[src/core/brake_pkg.sv]
`default_nettype none
package brake_pkg;
	// Clock and time base
	localparam int unsigned CLK_HZ            = 250_000_000;
	localparam int unsigned WAIT_UNIT_MS      = 10;
	localparam int unsigned DELAY_UNIT_MS     = 1;
	localparam int unsigned WAIT_UNIT_CYCLES  = CLK_HZ / 1000 * WAIT_UNIT_MS;
	localparam int unsigned DELAY_UNIT_CYCLES = CLK_HZ / 1000 * DELAY_UNIT_MS;

	// Reset values of the settings
	localparam logic [15:0] SPEED_LEVEL_RST = 16'h0064;
	localparam logic [7:0]  WAIT_TIME_RST   = 8'h32;
	localparam logic [7:0]  DELAY_RST       = 8'h00;
	localparam logic [15:0] STOPPED_SPEED_RST = 16'h0000;

	// Register byte offsets
	localparam logic [3:0] OFS_CTRL   = 4'h0;
	localparam logic [3:0] OFS_DELAY  = 4'h4;
	localparam logic [3:0] OFS_SPEED  = 4'h8;
	localparam logic [3:0] OFS_WAIT   = 4'hC;

	// Field positions
	localparam int unsigned CTRL_STOPPED_LSB = 0;
	localparam int unsigned ST_BRAKE_BIT     = 16;
	localparam int unsigned ST_MOTOR_BIT     = 17;
	localparam int unsigned ST_STATE_LSB     = 20;

	// AXI responses
	localparam logic [1:0] RESP_OKAY   = 2'h0;
	localparam logic [1:0] RESP_SLVERR = 2'h2;

	typedef enum logic [2:0] {
		S_RUN,
		S_OFF_DELAY,
		S_ROT_WAIT,
		S_OFF
	} brake_state_t;

	// Settings passed to the sequencer
	typedef struct packed {
		logic [7:0]  delay;
		logic [15:0] speed_level;
		logic [7:0]  wait_time;
		logic [15:0] stopped_speed;
	} brake_cfg_t;
endpackage : brake_pkg
`default_nettype wire

[src/core/unit_tick.sv]
`default_nettype none
module unit_tick
	import brake_pkg::*;
#(
	parameter int unsigned PERIOD = WAIT_UNIT_CYCLES
) (
	// Clock and reset
	input  wire logic clk,
	input  wire logic srst,
	// Restart the period and output a pulse at each end
	input  wire logic restart,
	output logic      tick
);
	localparam int unsigned W = (PERIOD > 1) ? $clog2(PERIOD) : 1;
	logic [W-1:0] cnt;

	// Free divider, re-phased on restart so the first unit is whole
	always_ff @(posedge clk) begin
		if (srst || restart) begin
			cnt  <= '0;
			tick <= 1'b0;
		end else if (cnt == W'(PERIOD - 1)) begin
			cnt  <= '0;
			tick <= 1'b1;
		end else begin
			cnt  <= cnt + 1'b1;
			tick <= 1'b0;
		end
	end
endmodule : unit_tick
`default_nettype wire

[src/core/holding_brake_timing.sv]
`default_nettype none
module holding_brake_timing
	import brake_pkg::*;
#(
	parameter int unsigned WAIT_TICK  = WAIT_UNIT_CYCLES,
	parameter int unsigned DELAY_TICK = DELAY_UNIT_CYCLES
) (
	// Clock and reset
	input  wire logic        clk,
	input  wire logic        srst,
	// Drive status inputs
	input  wire logic        servo_on,
	input  wire logic        alarm,
	input  wire logic        power_ok,
	input  wire logic [15:0] motor_speed,
	// Outputs to brake relay and power stage
	output logic             brake_release_out,
	output logic             motor_output_off,
	// AXI4-Lite slave
	input  wire logic [3:0]  awaddr,
	input  wire logic        awvalid,
	output logic             awready,
	input  wire logic [31:0] wdata,
	input  wire logic [3:0]  wstrb,
	input  wire logic        wvalid,
	output logic             wready,
	output logic [1:0]       bresp,
	output logic             bvalid,
	input  wire logic        bready,
	input  wire logic [3:0]  araddr,
	input  wire logic        arvalid,
	output logic             arready,
	output logic [31:0]      rdata,
	output logic [1:0]       rresp,
	output logic             rvalid,
	input  wire logic        rready
);
	brake_cfg_t   cfg;
	brake_state_t state;
	logic [7:0]   cnt;
	logic         wtick;
	logic         dtick;
	logic         servo_req;
	logic         below;
	logic         aw_hold;
	logic         w_hold;
	logic [3:0]   aw_addr;
	logic [31:0]  w_data;
	logic [3:0]   w_strb;

	// Merge byte lanes into a 32-bit word
	function automatic logic [31:0] merge(input logic [31:0] old, input logic [31:0] nw,
		input logic [3:0] strb);
		logic [31:0] r;
		r = old;
		for (int i = 0; i < 4; i++) begin
			if (strb[i]) begin
				r[i*8 +: 8] = nw[i*8 +: 8];
			end
		end
		return r;
	endfunction : merge

	// Any of the three servo-off causes removes the request
	assign servo_req = servo_on && !alarm && power_ok;
	assign below     = motor_speed < cfg.speed_level;

	// Unit ticks restart whenever the sequencer leaves run, so units are whole
	unit_tick #(.PERIOD(WAIT_TICK)) u_wait_tick (
		.clk     (clk),
		.srst    (srst),
		.restart (state == S_RUN),
		.tick    (wtick)
	);
	unit_tick #(.PERIOD(DELAY_TICK)) u_delay_tick (
		.clk     (clk),
		.srst    (srst),
		.restart (state == S_RUN),
		.tick    (dtick)
	);

	// Brake sequencer
	always_ff @(posedge clk) begin
		if (srst) begin
			state <= S_OFF;
			cnt   <= 8'h00;
		end else begin
			unique case (state)
				S_RUN: begin
					cnt <= 8'h00;
					if (!servo_req) begin
						// Standstill picks the delay path, rotation the wait path
						if (motor_speed <= cfg.stopped_speed) begin
							state <= (cfg.delay == 8'h00) ? S_OFF : S_OFF_DELAY;
						end else begin
							state <= S_ROT_WAIT;
						end
					end
				end
				S_OFF_DELAY: begin
					if (servo_req) begin
						state <= S_RUN;
					end else if (dtick) begin
						cnt <= cnt + 8'h01;
						if (cnt + 8'h01 >= cfg.delay) begin
							state <= S_OFF;
						end
					end
				end
				S_ROT_WAIT: begin
					if (wtick) begin
						cnt <= cnt + 8'h01;
					end
					if (below || (wtick && cnt + 8'h01 >= cfg.wait_time)) begin
						state <= S_OFF;
					end
				end
				S_OFF: begin
					cnt <= 8'h00;
					if (servo_req) begin
						state <= S_RUN;
					end
				end
				default: state <= S_OFF;
			endcase
		end
	end

	// Output stage: high applies; the brake stays released through the rotating wait
	always_ff @(posedge clk) begin
		if (srst) begin
			brake_release_out <= 1'b1;
			motor_output_off  <= 1'b1;
		end else begin
			brake_release_out <= state == S_OFF_DELAY || !servo_req && (state == S_OFF
				|| state == S_RUN && motor_speed <= cfg.stopped_speed);
			motor_output_off  <= !servo_req && (state == S_OFF || state == S_RUN
				&& motor_speed <= cfg.stopped_speed && cfg.delay == 8'h00);
		end
	end

	// Write channel: address and data taken in either order
	always_ff @(posedge clk) begin
		if (srst) begin
			aw_hold <= 1'b0;
			w_hold  <= 1'b0;
			aw_addr <= 4'h0;
			w_data  <= 32'h0000_0000;
			w_strb  <= 4'h0;
			bvalid  <= 1'b0;
			bresp   <= RESP_OKAY;
			cfg     <= '{delay: DELAY_RST, speed_level: SPEED_LEVEL_RST,
				wait_time: WAIT_TIME_RST, stopped_speed: STOPPED_SPEED_RST};
		end else begin
			if (awvalid && awready) begin
				aw_hold <= 1'b1;
				aw_addr <= awaddr;
			end
			if (wvalid && wready) begin
				w_hold <= 1'b1;
				w_data <= wdata;
				w_strb <= wstrb;
			end
			if (aw_hold && w_hold && !bvalid) begin
				aw_hold <= 1'b0;
				w_hold  <= 1'b0;
				bvalid  <= 1'b1;
				bresp   <= RESP_OKAY;
				unique case (aw_addr)
					OFS_CTRL: cfg.stopped_speed <=
						16'(merge({16'h0000, cfg.stopped_speed}, w_data, w_strb));
					OFS_DELAY: cfg.delay <= 8'(merge({24'h0, cfg.delay}, w_data, w_strb));
					OFS_SPEED: cfg.speed_level <=
						16'(merge({16'h0000, cfg.speed_level}, w_data, w_strb));
					OFS_WAIT: cfg.wait_time <=
						8'(merge({24'h0, cfg.wait_time}, w_data, w_strb));
					default: bresp <= RESP_SLVERR;
				endcase
			end else if (bvalid && bready) begin
				bvalid <= 1'b0;
			end
		end
	end

	// Ready while the holding slot is empty and no write response is pending
	always_ff @(posedge clk) begin
		if (srst) begin
			awready <= 1'b0;
			wready  <= 1'b0;
		end else begin
			awready <= !aw_hold && !(awvalid && awready) && !bvalid;
			wready  <= !w_hold && !(wvalid && wready) && !bvalid;
		end
	end

	// Read channel, one cycle answer; status shows outputs and state
	always_ff @(posedge clk) begin
		if (srst) begin
			arready <= 1'b0;
			rvalid  <= 1'b0;
			rdata   <= 32'h0000_0000;
			rresp   <= RESP_OKAY;
		end else begin
			arready <= !rvalid && !(arvalid && arready);
			if (arvalid && arready) begin
				rvalid <= 1'b1;
				rresp  <= RESP_OKAY;
				unique case (araddr)
					OFS_CTRL: begin
						rdata <= 32'h0000_0000;
						rdata[CTRL_STOPPED_LSB +: 16] <= cfg.stopped_speed;
						rdata[ST_BRAKE_BIT]           <= brake_release_out;
						rdata[ST_MOTOR_BIT]           <= motor_output_off;
						rdata[ST_STATE_LSB +: 3]      <= state;
					end
					OFS_DELAY: rdata <= {24'h0, cfg.delay};
					OFS_SPEED: rdata <= {16'h0000, cfg.speed_level};
					OFS_WAIT:  rdata <= {24'h0, cfg.wait_time};
					default: begin
						rdata <= 32'h0000_0000;
						rresp <= RESP_SLVERR;
					end
				endcase
			end else if (rvalid && rready) begin
				rvalid <= 1'b0;
			end
		end
	end

	// Released brake only while servo requested, or after a cycle in run or the rotating wait
	property p_release_needs_req;
		@(posedge clk) disable iff (srst)
		!brake_release_out |-> $past(servo_req) || $past(state) inside {S_RUN, S_ROT_WAIT};
	endproperty
	a_release_needs_req: assert property (p_release_needs_req)
		else $error("brake released without servo request");

	property p_below_applies;
		@(posedge clk) disable iff (srst)
		(state == S_ROT_WAIT && below) |=> ##1 brake_release_out;
	endproperty
	a_below_applies: assert property (p_below_applies)
		else $error("brake not applied below speed level");

	property p_zero_delay;
		@(posedge clk) disable iff (srst)
		(state == S_RUN && !servo_req && motor_speed <= cfg.stopped_speed && cfg.delay == 8'h00)
		|=> ##1 (brake_release_out && motor_output_off);
	endproperty
	a_zero_delay: assert property (p_zero_delay)
		else $error("zero delay did not stop motor with brake");

	property p_delay_holds_motor;
		@(posedge clk) disable iff (srst)
		(state == S_OFF_DELAY) |=> (brake_release_out && !motor_output_off);
	endproperty
	a_delay_holds_motor: assert property (p_delay_holds_motor)
		else $error("motor stopped before brake delay");

	property p_rot_path;
		@(posedge clk) disable iff (srst)
		(state == S_RUN && !servo_req && motor_speed > cfg.stopped_speed) |=> state == S_ROT_WAIT;
	endproperty
	a_rot_path: assert property (p_rot_path)
		else $error("rotating servo off missed wait path");

	property p_wait_expiry;
		@(posedge clk) disable iff (srst)
		(state == S_ROT_WAIT && wtick && cnt + 8'h01 >= cfg.wait_time) |=> state == S_OFF;
	endproperty
	a_wait_expiry: assert property (p_wait_expiry)
		else $error("wait expiry did not apply brake");

	property p_cleared_run;
		@(posedge clk) disable iff (srst)
		(state == S_RUN) |=> (cnt == 8'h00 || state != S_RUN);
	endproperty
	a_cleared_run: assert property (p_cleared_run)
		else $error("wait timer not cleared in run");

	property p_alarm_off;
		@(posedge clk) disable iff (srst)
		(alarm && state == S_RUN) |=> state != S_RUN;
	endproperty
	a_alarm_off: assert property (p_alarm_off)
		else $error("alarm did not leave run");
endmodule : holding_brake_timing
`default_nettype wire

[config.mk]
export PLATFORM = sky130hd
export DESIGN_NAME = holding_brake_timing
export DESIGN_NICKNAME = d
export VERILOG_FILES = /design/src/core/brake_pkg.sv /design/src/core/unit_tick.sv /design/src/core/holding_brake_timing.sv
export SDC_FILE = /design/constraint.sdc
export NUM_CORES = 1
export LEC_CHECK = 0
export ABC_AREA = 1
export BUFFER_PORTS_ARGS = -buffer_cell sky130_fd_sc_hd__buf_2
export CAP_MARGIN = 10
export CORE_UTILIZATION = 50
export CTS_BUF_LIST = sky130_fd_sc_hd__clkbuf_4
export CTS_CLUSTER_DIAMETER = 200
export DETAILED_ROUTE_END_ITERATION = 10
export MAX_ROUTING_LAYER = met4
export PLACE_DENSITY_LB_ADDON = 0.1
export SETUP_SLACK_MARGIN = 0.1
export SLEW_MARGIN = 20
export SYNTH_ARGS = -nofsm -noshare
export SYNTH_HDL_FRONTEND = slang
export SYNTH_HIERARCHICAL = 1
export SYNTH_SLANG_ARGS = --single-unit
[constraint.sdc]
create_clock -name clk -period 3.4 [get_ports clk]
set_input_delay 0.51 -clock clk [delete_from_list [all_inputs] [get_ports clk]]
set_output_delay 0.51 -clock clk [all_outputs]
set_load 0.005 [all_outputs]
### Word level (Yosys, flattened, before mapping)

Index checks and enable logic that the tools add are counted.

| storage, ports and cells | value |
|---|---|
| register bits | 168 |
| latch bits | 0 |
| memory bits (writable) | 0 |
| ROM bits | 0 |
| input bits | 70 |
| output and inout bits | 43 |
| logic and storage cells | 129 |
| memories kept | 0 |

| operators by class | value |
|---|---|
| add/sub/neg operators | 3 |
| $mul | 0 |
| divide/modulo/power cells | 0 |
| $lt $le $gt $ge | 4 |
| eq/ne operators | 19 |
| shift operators | 0 |
| multiplexer cells | 22 |
| bitwise logic cells | 0 |
| reductions and logical operators | 54 |

Operators with widths:

| operator | number |
|---|---|
| 23-bit one-hot mux with 4 select lines | 1 |
| 8-bit 2-to-1 mux | 3 |
| 8-bit one-hot mux with 3 select lines | 1 |
| 22-bit by 1-bit adder with 22-bit output, second input constant | 1 |
| 22-bit equality test, second input constant | 1 |
| 1-bit logical AND | 19 |
| 18-bit by 1-bit adder with 18-bit output, second input constant | 1 |
| 18-bit equality test, second input constant | 1 |
| 3-bit 2-to-1 mux | 6 |
| 3-bit AND reduction | 6 |
| 4-bit equality test, second input constant | 4 |
| 8-bit >= comparator | 2 |
| 16-bit less-or-equal comparator | 1 |
| 16-bit < comparator | 1 |
| 3-bit one-hot mux with 4 select lines | 1 |
| 1-bit logical NOT | 9 |
| 8-bit by 1-bit adder with 8-bit output, second input constant | 1 |
| 4-bit by 3-bit equality test with 1-bit output, second input constant | 2 |
| 4-bit logical NOT | 2 |
| 8-bit logical NOT | 1 |
| 2-bit 2-to-1 mux | 4 |
| 2-bit inequality test, second input constant | 4 |
| 2-bit OR reduction | 4 |
| 4-bit OR reduction | 2 |
| other kinds (12) | 24 |

### Longest topological paths before layout

| logic depth | value |
|---|---|
| word-level depth | 6 |
| gate-level depth with buffers | 18 |
| gate-level depth less buffers | 18 |

### Cells and area by module

The synthesis kept the hierarchy.

By module, submodules not included:

| module | times used | cells an instance | area an instance (µm²) | sequential area each (µm²) |
|---|---|---|---|---|
| holding_brake_timing | 1 | 749 | 5652.9 | 2222.1 |
| unit_tick at u_wait_tick | 1 | 164 | 1198.6 | 460.4 |
| unit_tick at u_delay_tick | 1 | 158 | 1059.8 | 380.4 |

### Worst setup path after synthesis

Ideal clock, no wire load.

| timing | value |
|---|---|
| kind | register -> register |
| start point | reg, netlist name cnt[0] |
| end point | reg state[0] |
| setup time | 0.130 ns |
| data arrival time | 2.028 ns |
| data required time | 3.270 ns |
| setup slack | 1.241 ns |
| cell stages (with the launch flop) | 19 |
| path buffers | 0 |
| period minus slack after synthesis | 2.159 ns |
| cell sequence | dfxtp_1 > inv_1 > nor2_1 > nand3_1 > nand3b_1 > xor2_1 > inv_1 > ha_1 > nand2_1 > inv_1 > nor2_1 > o21a_1 > nand2_1 > a21oi_1 > nand2_1 > nand2_1 > inv_1 > nand2_1 > nand3_1 |

RTL lines:

| element | line | text |
|---|---|---|
| to (signal assigned) | holding_brake_timing.sv:94 | `state <= (cfg.delay == 8'h00) ? S_OFF : S_OFF_DELAY;` |
| to (decl) | holding_brake_timing.sv:39 | `brake_state_t state;` |

==> results.py <==
metrics = {
    "global_routing": {
        "grt_pass1_vias": 6098,
        "grt_max_degree": 54,
        "grt_pass1_wl_um": 29300,
        "grt.total_usage": 0.234,
        "grt_overflow": 0,
        "antenna_found_initial": 1,
    },
    "timing": {
        "worst_hold_slack_ns": 0.187,
        "worstMarginPinSlew_ns": 0.829,
        "fin_ws_ns": 0.976,
        "timing.final.crit_period_ns": 2.42,
        "max_freq_mhz": 412,
        "relSlewSlack": 0.443,
        "setup_viol": 0,
        "hold_viol_final": 0,
        "worst_clock_skew_ns": 0.0138,
        "finalCritPeriodShare": 0.713,
        "fin_setup_tns_ns": 0,
        "rsz0062_at_grt": "no",
        "maxSlewViolCount": 0,
    },
    "yosys": {
        "synth-seq-cells": 153,
        "synth-seq-area-share": 0.387,
        "ys_warn_count": 6,
        "netlist.area_leader.share": 0.387,
        "yosys.area.top_type": "dfxtp_1",
        "synth_cells": 1071,
        "syn_avg_cell_area_um2": 7.39,
        "synthesis.area_um2": 7910,
        "ys_types": 39,
        "synthTopCellsByArea": "dfxtp_1 39%, nand2_1 9.0%, ha_1 8.7%",
    },
    "setup_path": {
        "endpoint_kind": "flop",
        "worstPathMaxFanout": 4,
        "r2r_cells": 16,
        "r2r_end": "state[0]",
        "worstPathArrival_ns": 2.85,
        "critPathRequiredTime_ns": 3.82,
        "critPathLaunchType": "flop",
        "r2r-start": "cnt[0]",
        "worst-setup-path-type": "reg2reg",
        "r2r_setup_slack_ns": 0.98,
    },
    "cts": {
        "clk_path_buf_depth": 2,
        "cts_max_level": 4,
        "cts_tree": "done",
        "clk_latency_ns": 0.55,
        "path_clk_slew_ns": 0.12,
        "cts_root_buf": "clkbuf_4",
        "cts_sinks": 153,
        "postCtsSetupBuffers": 0,
        "post_cts_resized": 0,
        "cts_made_buffers": 17,
        "ctsHoldBuffers": 0,
    },
    "power_and_ir_drop": {
        "design_power_total_mw": 3.55,
        "seqPwrFrac": 0.542,
        "power_frac_comb": 0.165,
        "p_int_mw": 2.49,
        "switching_share": 0.299,
        "ir_drop_mv": 0.184,
        "power_density_nw_per_um2": 411,
        "power_leakage_nw": 3.55,
        "pwr-share-clk": 0.293,
        "power.switching_mw": 1.06,
    },
    "cells_and_area": {
        "layout.cells.non_filler": 1367,
        "syn2layout_area_growth_pct": 9.09,
        "fin_nets": 1269,
        "drive_above_1_share": 0.132,
    },
    "detailed_routing": {
        "drcViolationCount": 0,
        "ant_nets": 0,
        "first_iter_violations": 338,
        "first_pass_iters": 5,
        "drt_wl_total_um": 17700,
        "wl_per_cell_um": 12.9,
        "via_count": 6813,
        "via_per_inst": 4.98,
    },
    "run_status": {
        "status": "completed",
    },
    "placed_design": {
        "hpwlAfterDp_um": 13300,
        "io_buffers": 80,
        "gp_congestion": 0.853,
        "detailedPlace.worstSlack_ns": 0.995,
        "dp.cells": 1336,
    },
    "min_path": {
        "hold_class": "in2reg",
        "worstHoldStart": "rready",
        "hold_depth": 4,
        "whs_endpoint": "rvalid",
    },
    "run": {
        "drv_cap": 0,
    },
    "floorplan": {
        "ioPinCount": 113,
        "die_w_um": 128,
        "rows": 45,
        "coreArea_um2": 15300,
        "dieHeight_um": 128,
        "die-area_um2": 16300,
        "start_util": 0.517,
    },
}
cells in the mapped netlist:
cell and n:
a22oi_1 2, xnor2_1 6, conb_1 1, buf_12 2, nor4_1 4, o21a_1 3, inv_2 1, or2_0 1
buf_2 5, or2_2 2, nand3b_1 4, a21o_1 1, a21oi_1 108, nand2_2 6, inv_1 135, dfxtp_1 153
buf_6 2, o22ai_1 22, nand3_1 42, nand3_4 1, a211oi_2 2, o211ai_1 3, nor2_1 127, nand2_4 3
ha_1 55, and2_1 1, nand2_1 190, nor2_4 4, nor3_4 1, nor3_1 8, nand4_1 10, o21ai_0 83
o21bai_1 2, clkbuf_1 19, buf_4 14, nor2_2 23, nor4_4 3, a211oi_1 4, xor2_1 18
final cells by class:
cell class              count  area (um^2)
flip-flops and latches    153         3060
repair buffers             83          423
multi-input cells         753         4120
clock buffers              18          135
fillers                  1582         6680
inverters                 136          510
clock inverters            12          110
well taps                 211          264
diodes                      1         2.50
flip-flops by register name, indices dropped and copies added (netlist names), 2 cells and up:
| signal | cells |
|---|---|
| u_wait_tick/cnt | 22 |
| w_strb | 2 |
| state | 2 |
| w_data | 16 |
| u_delay_tick/cnt | 18 |
| cfg | 48 |
| aw_addr | 4 |
| cnt | 8 |
| rdata | 20 |
cells by family (layout without fill, tap and decap cells):
group           after synthesis  after routing  synth area share
simple gates                430            430             0.245
compound gates              230            230             0.156
buf+inv                     178            249            0.0979
flops                       153            153             0.387
fa+ha+maj                    55             55            0.0870
xor+xnor                     24             24            0.0266
other cells                   1             15          0.000474
worst max path at each step:
stage / slack [ns] / startpoint / cells past startpoint / endpoint
floorplan: 1.24 / cnt[0] / 18 / state[0]
global placement: 1.01 / cnt[0] / 18 / state[0]
detailed placement: 0.99 / cnt[0] / 18 / state[0]
CTS: 0.97 / cnt[0] / 18 / state[0]
global route: 0.72 / cnt[0] / 18 / state[0]
finish: 0.98 / cnt[0] / 16 / state[0]
per-layer routing:
layer,GRT usage,wire length [um],up-vias
met5,-,0,-
met4,0.0754,340,0
met3,0.0455,725,28
met2,0.358,7680,149
met1,0.310,8940,3016
li1,-,-,3620
critical path: stages, from the launching register on:
cell and delay (ns):
dfxtp_1 0.40, inv_1 0.08, nor2_1 0.17, nand3_1 0.12
nand3b_1 0.18, xor2_1 0.13, inv_1 0.09, ha_1 0.30
a21o_1 0.18, nor2_1 0.10, nand4_1 0.12, nor2_1 0.10
nor2_1 0.04, nand2_1 0.09, inv_1 0.06, nand2_1 0.06
nand3_1 0.06
layout by cell type (no fill, tap or decap), types with 2 or more instances in the layout:
cell        instances
clkinvlp_4          3
a22oi_1             2
a211oi_2            2
o21a_1              3
o22ai_1            22
a211oi_1            4
nand3b_1            4
nor3_1              8
nor2_2             23
o21bai_1            2
nand4_1            10
o21ai_0            83
nand2_2             6
o211ai_1            3
clkbuf_4           18
nor2_4              4
nand2_1           190
nor2_1            127
buf_2              80
inv_1             135
nand2_4             3
xor2_1             18
xnor2_1             6
conb_1             14
nor4_4              3
dfxtp_1           153
or2_2               2
ha_1               55
buf_4               3
nand3_1            42
a21oi_1           108
nor4_1              4
bufinv_16           2
clkinv_1            6
metrics by stage:
stage | utilization | instance area, um^2
final | 0.564 | 8630
after global placement | 0.547 | 8380
after global routing | 0.564 | 8630
after CTS | 0.563 | 8630
after floorplan | - | 7960
after detailed placement | 0.547 | 8380
power by group through the flow:
stage,Combinational (mW),Sequential [mW],Clock (mW)
2_1_floorplan,0.452,1.95,0
3_3_place_gp,0.578,1.96,0
3_5_place_dp,0.589,1.97,0
4_1_cts,0.591,1.93,1.08
5_1_grt,0.680,1.94,1.15
6_report,0.585,1.93,1.04
No activity file was read; power rests on OpenSTA's default activity.
